[src/logic/ubirq_pkg.sv]
package ubirq_pkg;

  localparam int unsigned CLK_HZ = 100000000;

  // Register byte offsets.
  localparam logic [7:0] CTRL_OFS   = 8'h00;
  localparam logic [7:0] STATE_OFS  = 8'h04;
  localparam logic [7:0] EVT_OFS    = 8'h08;
  localparam logic [7:0] EVMASK_OFS = 8'h0C;

  // Control register fields.
  localparam int unsigned CTRL_DIV_LSB   = 0;
  localparam int unsigned CTRL_PAR_EN_BIT   = 4;
  localparam int unsigned CTRL_PAR_MASK_BIT = 5;
  localparam int unsigned CTRL_RX_MASK_BIT  = 6;
  localparam int unsigned CTRL_AE_MASK_BIT  = 7;
  localparam int unsigned CTRL_TX_MASK_BIT  = 8;
  localparam logic [8:0]  CTRL_RESET     = 9'h000;

  // Status and event bit positions.
  localparam int unsigned SRC_PAR  = 0;
  localparam int unsigned SRC_RX   = 1;
  localparam int unsigned SRC_AE   = 2;
  localparam int unsigned SRC_TX   = 3;
  localparam int unsigned NSRC     = 4;

  localparam logic [3:0]  DIV_CODE_RESET = 4'h0;
  localparam int unsigned OVERSAMPLE     = 16;
  localparam int unsigned DIV_MAX        = 384;
  localparam int unsigned DIV_W          = 9;

  localparam logic [1:0] RESP_OKAY   = 2'h0;
  localparam logic [1:0] RESP_SLVERR = 2'h2;

  typedef struct packed {
    logic       tx_empty_irq_mask;
    logic       activity_irq_mask;
    logic       receive_irq_mask;
    logic       parity_irq_mask;
    logic       parity_enable;
    logic [3:0] div_code;
  } ubirq_ctrl_t;

  typedef struct packed {
    logic       fifo_valid;
    logic       fifo_parity;
    logic       reading;
    logic       tx_empty;
    logic       data_op_done;
    logic       shutdown;
    logic       rx_line;
    logic       stop_sampled;
    logic       stop_bit;
  } ubirq_uart_t;

  function automatic logic [DIV_W-1:0] ubirq_divisor(input logic [3:0] code);
    logic [DIV_W-1:0] base;
    base = DIV_W'(1) << code[2:0];
    return code[3] ? DIV_W'(3 * base) : base;
  endfunction

endpackage

[src/logic/ubirq_top.sv]
module ubirq_top
  import ubirq_pkg::*;
(
  input  wire logic        aclk,
  input  wire logic        aresetn,
  input  wire logic [7:0]  s_axi_awaddr,
  input  wire logic        s_axi_awvalid,
  output logic             s_axi_awready,
  input  wire logic [31:0] s_axi_wdata,
  input  wire logic [3:0]  s_axi_wstrb,
  input  wire logic        s_axi_wvalid,
  output logic             s_axi_wready,
  output logic [1:0]       s_axi_bresp,
  output logic             s_axi_bvalid,
  input  wire logic        s_axi_bready,
  input  wire logic [7:0]  s_axi_araddr,
  input  wire logic        s_axi_arvalid,
  output logic             s_axi_arready,
  output logic [31:0]      s_axi_rdata,
  output logic [1:0]       s_axi_rresp,
  output logic             s_axi_rvalid,
  input  wire logic        s_axi_rready,
  input  wire ubirq_uart_t uart_in,
  output logic             tick16_out,
  output logic             irq_n_reg,
  output logic             irq_reg
);

  ubirq_ctrl_t      ctrl_reg;
  logic [NSRC-1:0]  evt_reg;
  logic [NSRC-1:0]  evmask_reg;
  logic [NSRC-1:0]  flags;
  logic [NSRC-1:0]  src;
  logic             received_parity_flag;
  logic             line_activity_flag;
  logic             framing_error_flag;
  logic             activity_or_error_bit;
  logic             tx_src_reg;
  logic             tx_empty_q_reg;
  logic             shdn_q_reg;
  logic             rx_q_reg;
  logic             aw_hold_reg;
  logic             w_hold_reg;
  logic [7:0]       awaddr_reg;
  logic [31:0]      wdata_reg;
  logic [3:0]       wstrb_reg;
  logic             wr_fire;
  logic [NSRC-1:0]  evt_clr;
  logic             src_any;

  ubirq_baudgen u_baud (
    .aclk                (aclk),
    .aresetn             (aresetn),
    .divisor_select_code (ctrl_reg.div_code),
    .tick16_reg          (tick16_out)
  );

  // Parity flag taken from the oldest buffered word.
  assign received_parity_flag = ctrl_reg.parity_enable & uart_in.fifo_valid &
                                uart_in.fifo_parity;

  // Data available while the buffer holds data or a read is in progress.
  assign flags[SRC_RX] = uart_in.fifo_valid | uart_in.reading;
  assign flags[SRC_PAR] = received_parity_flag;

  // Shared activity/error bit selected by the shutdown state.
  assign activity_or_error_bit = uart_in.shutdown ? line_activity_flag
                                                  : framing_error_flag;
  assign flags[SRC_AE] = activity_or_error_bit;
  assign flags[SRC_TX] = uart_in.tx_empty;

  // Receive line activity detector for shutdown.
  always_ff @(posedge aclk)
  begin
    if (!aresetn)
    begin
      rx_q_reg           <= 1'b1;
      shdn_q_reg         <= 1'b0;
      line_activity_flag <= 1'b0;
    end
    else
    begin
      rx_q_reg   <= uart_in.rx_line;
      shdn_q_reg <= uart_in.shutdown;
      if (!uart_in.shutdown)
        line_activity_flag <= 1'b0;
      else if (shdn_q_reg && (rx_q_reg != uart_in.rx_line))
        line_activity_flag <= 1'b1;
    end
  end

  // Framing error reflects the last stop bit sampled and clears while in shutdown.
  always_ff @(posedge aclk)
  begin
    if (!aresetn)
      framing_error_flag <= 1'b0;
    else if (uart_in.shutdown)
      framing_error_flag <= 1'b0;
    else if (uart_in.stop_sampled)
      framing_error_flag <= ~uart_in.stop_bit;
  end

  // Transmit-empty source sets on the empty edge and clears on a data operation.
  always_ff @(posedge aclk)
  begin
    if (!aresetn)
    begin
      tx_empty_q_reg <= 1'b1;
      tx_src_reg     <= 1'b0;
    end
    else
    begin
      tx_empty_q_reg <= uart_in.tx_empty;
      if (uart_in.tx_empty && !tx_empty_q_reg)
        tx_src_reg <= 1'b1;
      else if (uart_in.data_op_done)
        tx_src_reg <= 1'b0;
    end
  end

  assign src[SRC_PAR] = received_parity_flag & ctrl_reg.parity_irq_mask;
  assign src[SRC_RX]  = flags[SRC_RX] & ctrl_reg.receive_irq_mask;
  assign src[SRC_AE]  = activity_or_error_bit & ctrl_reg.activity_irq_mask;
  assign src[SRC_TX]  = tx_src_reg & ctrl_reg.tx_empty_irq_mask;
  assign src_any      = |src;

  // Device interrupt pin is a registered, active-low OR of the gated sources, so it goes high the cycle after none hold.
  always_ff @(posedge aclk)
  begin
    if (!aresetn)
      irq_n_reg <= 1'b1;
    else
      irq_n_reg <= ~src_any;
  end

  // Write channel capture.
  assign wr_fire = aw_hold_reg & w_hold_reg & ~s_axi_bvalid;

  always_ff @(posedge aclk)
  begin
    if (!aresetn)
    begin
      aw_hold_reg   <= 1'b0;
      w_hold_reg    <= 1'b0;
      awaddr_reg    <= '0;
      wdata_reg     <= '0;
      wstrb_reg     <= '0;
      s_axi_awready <= 1'b0;
      s_axi_wready  <= 1'b0;
      s_axi_bvalid  <= 1'b0;
      s_axi_bresp   <= RESP_OKAY;
    end
    else
    begin
      s_axi_awready <= 1'b0;
      s_axi_wready  <= 1'b0;
      if (s_axi_awvalid && !aw_hold_reg && !s_axi_awready)
      begin
        s_axi_awready <= 1'b1;
        aw_hold_reg   <= 1'b1;
        awaddr_reg    <= s_axi_awaddr;
      end
      if (s_axi_wvalid && !w_hold_reg && !s_axi_wready)
      begin
        s_axi_wready <= 1'b1;
        w_hold_reg   <= 1'b1;
        wdata_reg    <= s_axi_wdata;
        wstrb_reg    <= s_axi_wstrb;
      end
      if (wr_fire)
      begin
        aw_hold_reg  <= 1'b0;
        w_hold_reg   <= 1'b0;
        s_axi_bvalid <= 1'b1;
        s_axi_bresp  <= (awaddr_reg == CTRL_OFS || awaddr_reg == EVT_OFS ||
                         awaddr_reg == EVMASK_OFS) ? RESP_OKAY : RESP_SLVERR;
      end
      else if (s_axi_bvalid && s_axi_bready)
        s_axi_bvalid <= 1'b0;
    end
  end

  // Control and mask registers.
  always_ff @(posedge aclk)
  begin
    if (!aresetn)
    begin
      ctrl_reg   <= CTRL_RESET;
      evmask_reg <= '0;
    end
    else if (wr_fire)
    begin
      if (awaddr_reg == CTRL_OFS)
      begin
        if (wstrb_reg[0])
          ctrl_reg[7:0] <= wdata_reg[7:0];
        if (wstrb_reg[1])
          ctrl_reg[8] <= wdata_reg[CTRL_TX_MASK_BIT];
      end
      if (awaddr_reg == EVMASK_OFS && wstrb_reg[0])
        evmask_reg <= wdata_reg[NSRC-1:0];
    end
  end

  assign evt_clr = (wr_fire && awaddr_reg == EVT_OFS && wstrb_reg[0]) ?
                   wdata_reg[NSRC-1:0] : '0;

  // Sticky event bits; a new event wins over a clear.
  always_ff @(posedge aclk)
  begin
    if (!aresetn)
      evt_reg <= '0;
    else
      evt_reg <= (evt_reg & ~evt_clr) | src;
  end

  always_ff @(posedge aclk)
  begin
    if (!aresetn)
      irq_reg <= 1'b0;
    else
      irq_reg <= |(((evt_reg & ~evt_clr) | src) & evmask_reg);
  end

  // Read channel.
  always_ff @(posedge aclk)
  begin
    if (!aresetn)
    begin
      s_axi_arready <= 1'b0;
      s_axi_rvalid  <= 1'b0;
      s_axi_rdata   <= '0;
      s_axi_rresp   <= RESP_OKAY;
    end
    else
    begin
      s_axi_arready <= 1'b0;
      if (s_axi_arvalid && !s_axi_arready && !s_axi_rvalid)
      begin
        s_axi_arready <= 1'b1;
        s_axi_rvalid  <= 1'b1;
        s_axi_rresp   <= RESP_OKAY;
        unique case (s_axi_araddr)
          CTRL_OFS:   s_axi_rdata <= {23'h000000, ctrl_reg};
          STATE_OFS:  s_axi_rdata <= {27'h0000000, ~irq_n_reg, flags};
          EVT_OFS:    s_axi_rdata <= {28'h0000000, evt_reg};
          EVMASK_OFS: s_axi_rdata <= {28'h0000000, evmask_reg};
          default:
          begin
            s_axi_rdata <= '0;
            s_axi_rresp <= RESP_SLVERR;
          end
        endcase
      end
      else if (s_axi_rvalid && s_axi_rready)
        s_axi_rvalid <= 1'b0;
    end
  end

  // Interrupt sources, flags and pin checks.
  chk_tx_src_clear: assert property (@(posedge aclk) disable iff (!aresetn)
    uart_in.data_op_done && !(uart_in.tx_empty && !tx_empty_q_reg) |=> !tx_src_reg)
    else $error("tx source not cleared");
  chk_tx_src_set: assert property (@(posedge aclk) disable iff (!aresetn)
    uart_in.tx_empty && !tx_empty_q_reg |=> tx_src_reg)
    else $error("tx source not set");
  chk_tx_irq: assert property (@(posedge aclk) disable iff (!aresetn)
    tx_src_reg && ctrl_reg.tx_empty_irq_mask |=> !irq_n_reg)
    else $error("tx irq missing");
  chk_irq_pin_or: assert property (@(posedge aclk) disable iff (!aresetn)
    src_any |=> !irq_n_reg)
    else $error("irq pin not asserted");
  chk_irq_release: assert property (@(posedge aclk) disable iff (!aresetn)
    !src_any |=> irq_n_reg)
    else $error("irq pin not released");
  chk_parity_flag: assert property (@(posedge aclk) disable iff (!aresetn)
    !ctrl_reg.parity_enable |-> !received_parity_flag)
    else $error("parity flag with parity off");
  chk_parity_clear: assert property (@(posedge aclk) disable iff (!aresetn)
    ctrl_reg.parity_enable && uart_in.fifo_valid && !uart_in.fifo_parity |-> !received_parity_flag)
    else $error("parity flag with zero parity");
  chk_parity_irq: assert property (@(posedge aclk) disable iff (!aresetn)
    ctrl_reg.parity_enable && uart_in.fifo_valid && uart_in.fifo_parity &&
    ctrl_reg.parity_irq_mask |=> !irq_n_reg)
    else $error("parity irq missing");
  chk_activity_set: assert property (@(posedge aclk) disable iff (!aresetn)
    uart_in.shutdown && shdn_q_reg && (rx_q_reg != uart_in.rx_line) |=> line_activity_flag)
    else $error("line activity missed");
  chk_activity_exit: assert property (@(posedge aclk) disable iff (!aresetn)
    !uart_in.shutdown |=> !line_activity_flag)
    else $error("activity flag outside shutdown");
  chk_activity_irq: assert property (@(posedge aclk) disable iff (!aresetn)
    uart_in.shutdown && line_activity_flag && ctrl_reg.activity_irq_mask |=> !irq_n_reg)
    else $error("activity irq missing");
  chk_shared_bit: assert property (@(posedge aclk) disable iff (!aresetn)
    uart_in.shutdown && shdn_q_reg |-> !framing_error_flag)
    else $error("framing error in shutdown");
  chk_framing_set: assert property (@(posedge aclk) disable iff (!aresetn)
    !uart_in.shutdown && uart_in.stop_sampled && !uart_in.stop_bit |=> framing_error_flag)
    else $error("framing error missed");
  chk_framing_hold: assert property (@(posedge aclk) disable iff (!aresetn)
    !uart_in.shutdown && !uart_in.stop_sampled |=> $stable(framing_error_flag))
    else $error("framing error changed between frames");
  chk_framing_clear: assert property (@(posedge aclk) disable iff (!aresetn)
    !uart_in.shutdown && uart_in.stop_sampled && uart_in.stop_bit |=> !framing_error_flag)
    else $error("framing error kept");
  chk_rx_irq: assert property (@(posedge aclk) disable iff (!aresetn)
    uart_in.fifo_valid && ctrl_reg.receive_irq_mask |=> !irq_n_reg)
    else $error("data irq missing");
  chk_read_irq: assert property (@(posedge aclk) disable iff (!aresetn)
    uart_in.reading && ctrl_reg.receive_irq_mask |=> !irq_n_reg)
    else $error("data irq missing during read");
  chk_ae_irq: assert property (@(posedge aclk) disable iff (!aresetn)
    framing_error_flag && !uart_in.shutdown && ctrl_reg.activity_irq_mask |=> !irq_n_reg)
    else $error("framing irq missing");

  // Main scenarios that the bench is expected to reach.
  cov_tx_irq: cover property (@(posedge aclk) disable iff (!aresetn)
    tx_src_reg && ctrl_reg.tx_empty_irq_mask);
  cov_activity: cover property (@(posedge aclk) disable iff (!aresetn) line_activity_flag);
  cov_framing: cover property (@(posedge aclk) disable iff (!aresetn) framing_error_flag);
  cov_rx_irq: cover property (@(posedge aclk) disable iff (!aresetn) src[SRC_RX]);
  cov_parity_irq: cover property (@(posedge aclk) disable iff (!aresetn) src[SRC_PAR]);

endmodule

[src/logic/ubirq_baudgen.sv]
module ubirq_baudgen
  import ubirq_pkg::*;
(
  input  wire logic       aclk,
  input  wire logic       aresetn,
  input  wire logic [3:0] divisor_select_code,
  output logic            tick16_reg
);

  logic [DIV_W-1:0] cnt_reg;
  logic [DIV_W-1:0] div_val;

  assign div_val = ubirq_divisor(divisor_select_code);

  // Counts oscillator cycles up from zero to the selected divisor less one; each tick is one oversample.
  always_ff @(posedge aclk)
  begin
    if (!aresetn)
    begin
      cnt_reg    <= '0;
      tick16_reg <= 1'b0;
    end
    else if (cnt_reg >= div_val - DIV_W'(1))
    begin
      cnt_reg    <= '0;
      tick16_reg <= 1'b1;
    end
    else
    begin
      cnt_reg    <= cnt_reg + DIV_W'(1);
      tick16_reg <= 1'b0;
    end
  end

endmodule

[config.mk]
export PLATFORM = sky130hd
export DESIGN_NAME = ubirq_top
export DESIGN_NICKNAME = d
export VERILOG_FILES = /design/src/logic/ubirq_pkg.sv /design/src/logic/ubirq_top.sv /design/src/logic/ubirq_baudgen.sv
export SDC_FILE = /design/constraint.sdc
export NUM_CORES = 1
export LEC_CHECK = 0
export BUFFER_PORTS_ARGS = -buffer_cell sky130_fd_sc_hd__buf_2
export CORE_MARGIN = 8
export CORE_UTILIZATION = 50
export CTS_CLUSTER_DIAMETER = 150
export DETAILED_ROUTE_END_ITERATION = 16
export PLACE_DENSITY_LB_ADDON = 0.3
export REMOVE_ABC_BUFFERS = 1
export SETUP_SLACK_MARGIN = 0.4
export SLEW_MARGIN = 5
export SYNTH_ARGS = -nofsm -noshare
export SYNTH_HDL_FRONTEND = slang
export SYNTH_SLANG_ARGS = --single-unit
[constraint.sdc]
create_clock -name aclk -period 3.05 [get_ports aclk]
set_clock_uncertainty 0.2 [all_clocks]
set_input_delay 0.1525 -clock aclk [delete_from_list [all_inputs] [get_ports aclk]]
set_output_delay 0.1525 -clock aclk [all_outputs]
set_load 0.03 [all_outputs]
==> results by group <==
Die
  – Die area: 9420 um^2
  – Core box area: 6350 um^2
  – Die W: between 90 and 100 um
  – Row cnt: 29
  – Die extent in y: 97.1 um
  – Initial core utilization: 51.7%
  – Io pins: 112

Critical path
  – Crit path max fanout: 9
  – Req. time, crit path: about 3.1 ns
  – Crit end category: register
  – Crit path kind: register to register
  – Startpoint types: register
  – Crit path DAT: 2.62 ns

Timing
  – Pins Over Slew Limit: 0
  – Setup TNS: 0 ns
  – Tcrit/Tclk final: 83.1%
  – Max-slew headroom: 59.1%
  – RSZ-0062 raised after global routing: no
  – Tmin final: approximately 2.5 ns
  – Final setup violation count: 0
  – Slew @ Worst Pin: 0.609 ns
  – Final hold vios: 0
  – Peak Freq: ~0.39 GHz

Detailed routing
  – Vias after detailed routing: 2,803
  – Drt first pass iters: 4
  – WL final: between 7 and 8 mm
  – DRT iter0 DRCs: 142
  – Post-DR wirelength/cell: 14.5 um
  – Remaining antenna violation count after routing: 0
  – Via density: 5.18
  – DRC Markers: 0

Cells and area
  – Area growth syn-to-layout: 27.5%
  – # fillers: 502
  – Ant. Diodes: 0
  – Final #Nets: between 500 and 600
  – Final Util: 66.0%
  – Share of layout cells above drive strength 1: 22.6%
  – Non-filler instance count after layout: 541

Power
  – Clock Power Share: 41.1%
  – P_leak: approximately 1.8 nW
  – Total chip power: about 2.1 mW
  – Part of the power in registers: between 40% and 50%
  – Int Power: roughly 1.6 mW
  – Power per cell area: about 500 nW/um^2
  – Switching part of the total: 24.7%
  – Sw Pwr: just over 500 uW
  – Comb power frac: 11.5%
  – Peak VDD IR: around 0.00038 V

Global routing
  – Number of global-route vias before repair: ~2.8k
  – GRT Util Overall: approximately 17%
  – Antenna violations before repair: 0
  – Pin count of the biggest net entering global routing: 34
  – Grt ovf: 0
  – First-pass GRT wire length: approximately 13 mm

Clock network
  – Clk sink count: 72
  – Clock transition at path regs: 0.08 ns
  – CTS tree: yes
  – Num CTS Buffers: 9
  – Worst skew pair latency: 0.35 ns
  – H-tree Lvls: 3
  – Clock root buffer: clkbuf_8
  – Clock Path Buffers: 2

Yosys
  – Synth top area share: 43.9%
  – Leading area contributor after synthesis: dfxtp_1
  – Commonest cells post-synth: 72 x dfxtp_1, 57 x nor2_1, 30 x nand2_1
  – Warnings, synthesis: 0
  – Sequential area share after synthesis: between 40% and 50%
  – Post-Syn Area: around 3300 um^2
  – FFs w/ async S/R, synth: 0%
  – Mean Syn Cell Area: 9.10 um^2
  – Most common cell in the netlist: dfxtp_1
  – Ranking of synthesized cells by area: dfxtp_1 44%, mux2i_1 7.3%, nor2_1 6.5%
  – Flops & latches, synth: 72
  – Main flop type after synthesis: dfxtp_1
  – Count of cell types in the netlist: 49
  – EDFF count, synth: 0
  – Synthesized instance count: 361

Status
  – Status: complete, no violations

Place
  – Placed Cells incl. Taps: 487
  – Placer Congestion: 0.780
  – Post-DP HPWL: 5.41 mm
  – Port-buffer cells: slightly above 60

Hold path
  – Worst Hold Class: primary input to register

Run
  – Max Cap Viol: 0
power by group through the flow:
stage / clock (mW) / combinational (mW) / sequential, mW
global placement: 0 / 0.200 / 1.01
CTS: 0.872 / 0.238 / 0.991
floorplan: 0 / 0.129 / 1.02
detailed placement: 0 / 0.204 / 1.01
finish: 0.857 / 0.240 / 0.990
global route: 0.909 / 0.260 / 0.993
timing repair:
action / in CTS / in global routing
hold buffers: 33 / 0
setup buffers: 3 / 2
gates resized for setup: 6 / 2
setup endpoints to repair: 10 / 10
hold endpoints to repair: 32 / 0
pin swaps: 2 / 2
routing by layer:
layer	share of wire (%)	vias to the layer above	global-route usage [%]
li1	-	1396	-
met1	40	1302	17.8
met2	51	89	29.3
met3	6.3	16	4.41
met4	2.4	0	9.82
met5	0	-	0
final cells by class:
cell class	instances	area [um^2]	share of cell area, %
clock buffers	11	151	3.62
clock inverters	5	78.8	1.88
multi-input cells	261	1660	39.6
flip-flops and latches	72	1450	34.6
well taps	77	96.3	2.30
inverters	11	41.3	0.986
repair buffers	104	711	17.0
stage by stage:
| step | cell area, um^2 | hold slack (ns) | setup WS [ns] |
|---|---|---|---|
| floorplan | 3120 | 0.0212 | 0.454 |
| global placement | 3570 | 0.153 | 0.285 |
| detailed placement | 3570 | 0.160 | 0.199 |
| CTS | 4170 | 0.0377 | 0.462 |
| global route | 4190 | 0.0682 | 0.411 |
| finish | 4190 | 0.0505 | 0.516 |
kinds of logic (layout without fill, tap and decap cells):
logic type      count (synthesis)  after routing  share of synthesized area (%)
other cells                     1             25                          0.114
mux                            29             29                           10.4
xor+xnor                        9              9                           2.40
fa+ha+maj                      11             11                           4.19
buf+inv                        52            131                           8.91
simple gates                  132            132                           19.4
compound gates                 55             55                           10.7
flops                          72             72                           43.9
placed cells by master (no fill, tap or decap), types with 4 or more instances in the layout:
cell type | Yosys | routed
a31oi_1 | 5 | 5
conb_1 | 1 | 25
mux4_2 | 4 | 4
and2_1 | 5 | 5
a21oi_1 | 20 | 19
mux2i_1 | 24 | 24
dlygate4sd3_1 | 0 | 33
and3_1 | 6 | 6
nand4_1 | 4 | 4
inv_1 | 11 | 10
dfxtp_1 | 72 | 70
xor2_1 | 6 | 6
o21ai_0 | 6 | 6
ha_1 | 11 | 11
nand2_1 | 30 | 30
nand2b_1 | 5 | 5
nand3_1 | 4 | 4
buf_2 | 2 | 61
a22oi_1 | 7 | 7
buf_4 | 25 | 10
clkbuf_8 | 0 | 11
nor2_1 | 57 | 57
critical path, cell delays in order, from the launching register on:
cell and delay [ns]:
dfxtp_4 0.35, inv_2 0.05, and3_1 0.14, ha_1 0.29, a211oi_2 0.22, a31oi_1 0.06
ha_1 0.32, a21oi_2 0.16, o21ai_0 0.09, a21oi_1 0.20, o21ai_1 0.10, buf_4 0.17
nor2_1 0.12
final timing paths:
kind,from,end,slack (ns),cells past startpoint
setup / recovery,ctrl_reg[0],u_baud.cnt_reg[3],0.52,12
hold / removal,uart_in[8],irq_n_reg,0.05,3
setup reg to reg,ctrl_reg[0],u_baud.cnt_reg[3],0.52,12
hold reg to reg,s_axi_rresp[1],s_axi_rresp[1],0.26,2
(Power assumes the default switching activity.)
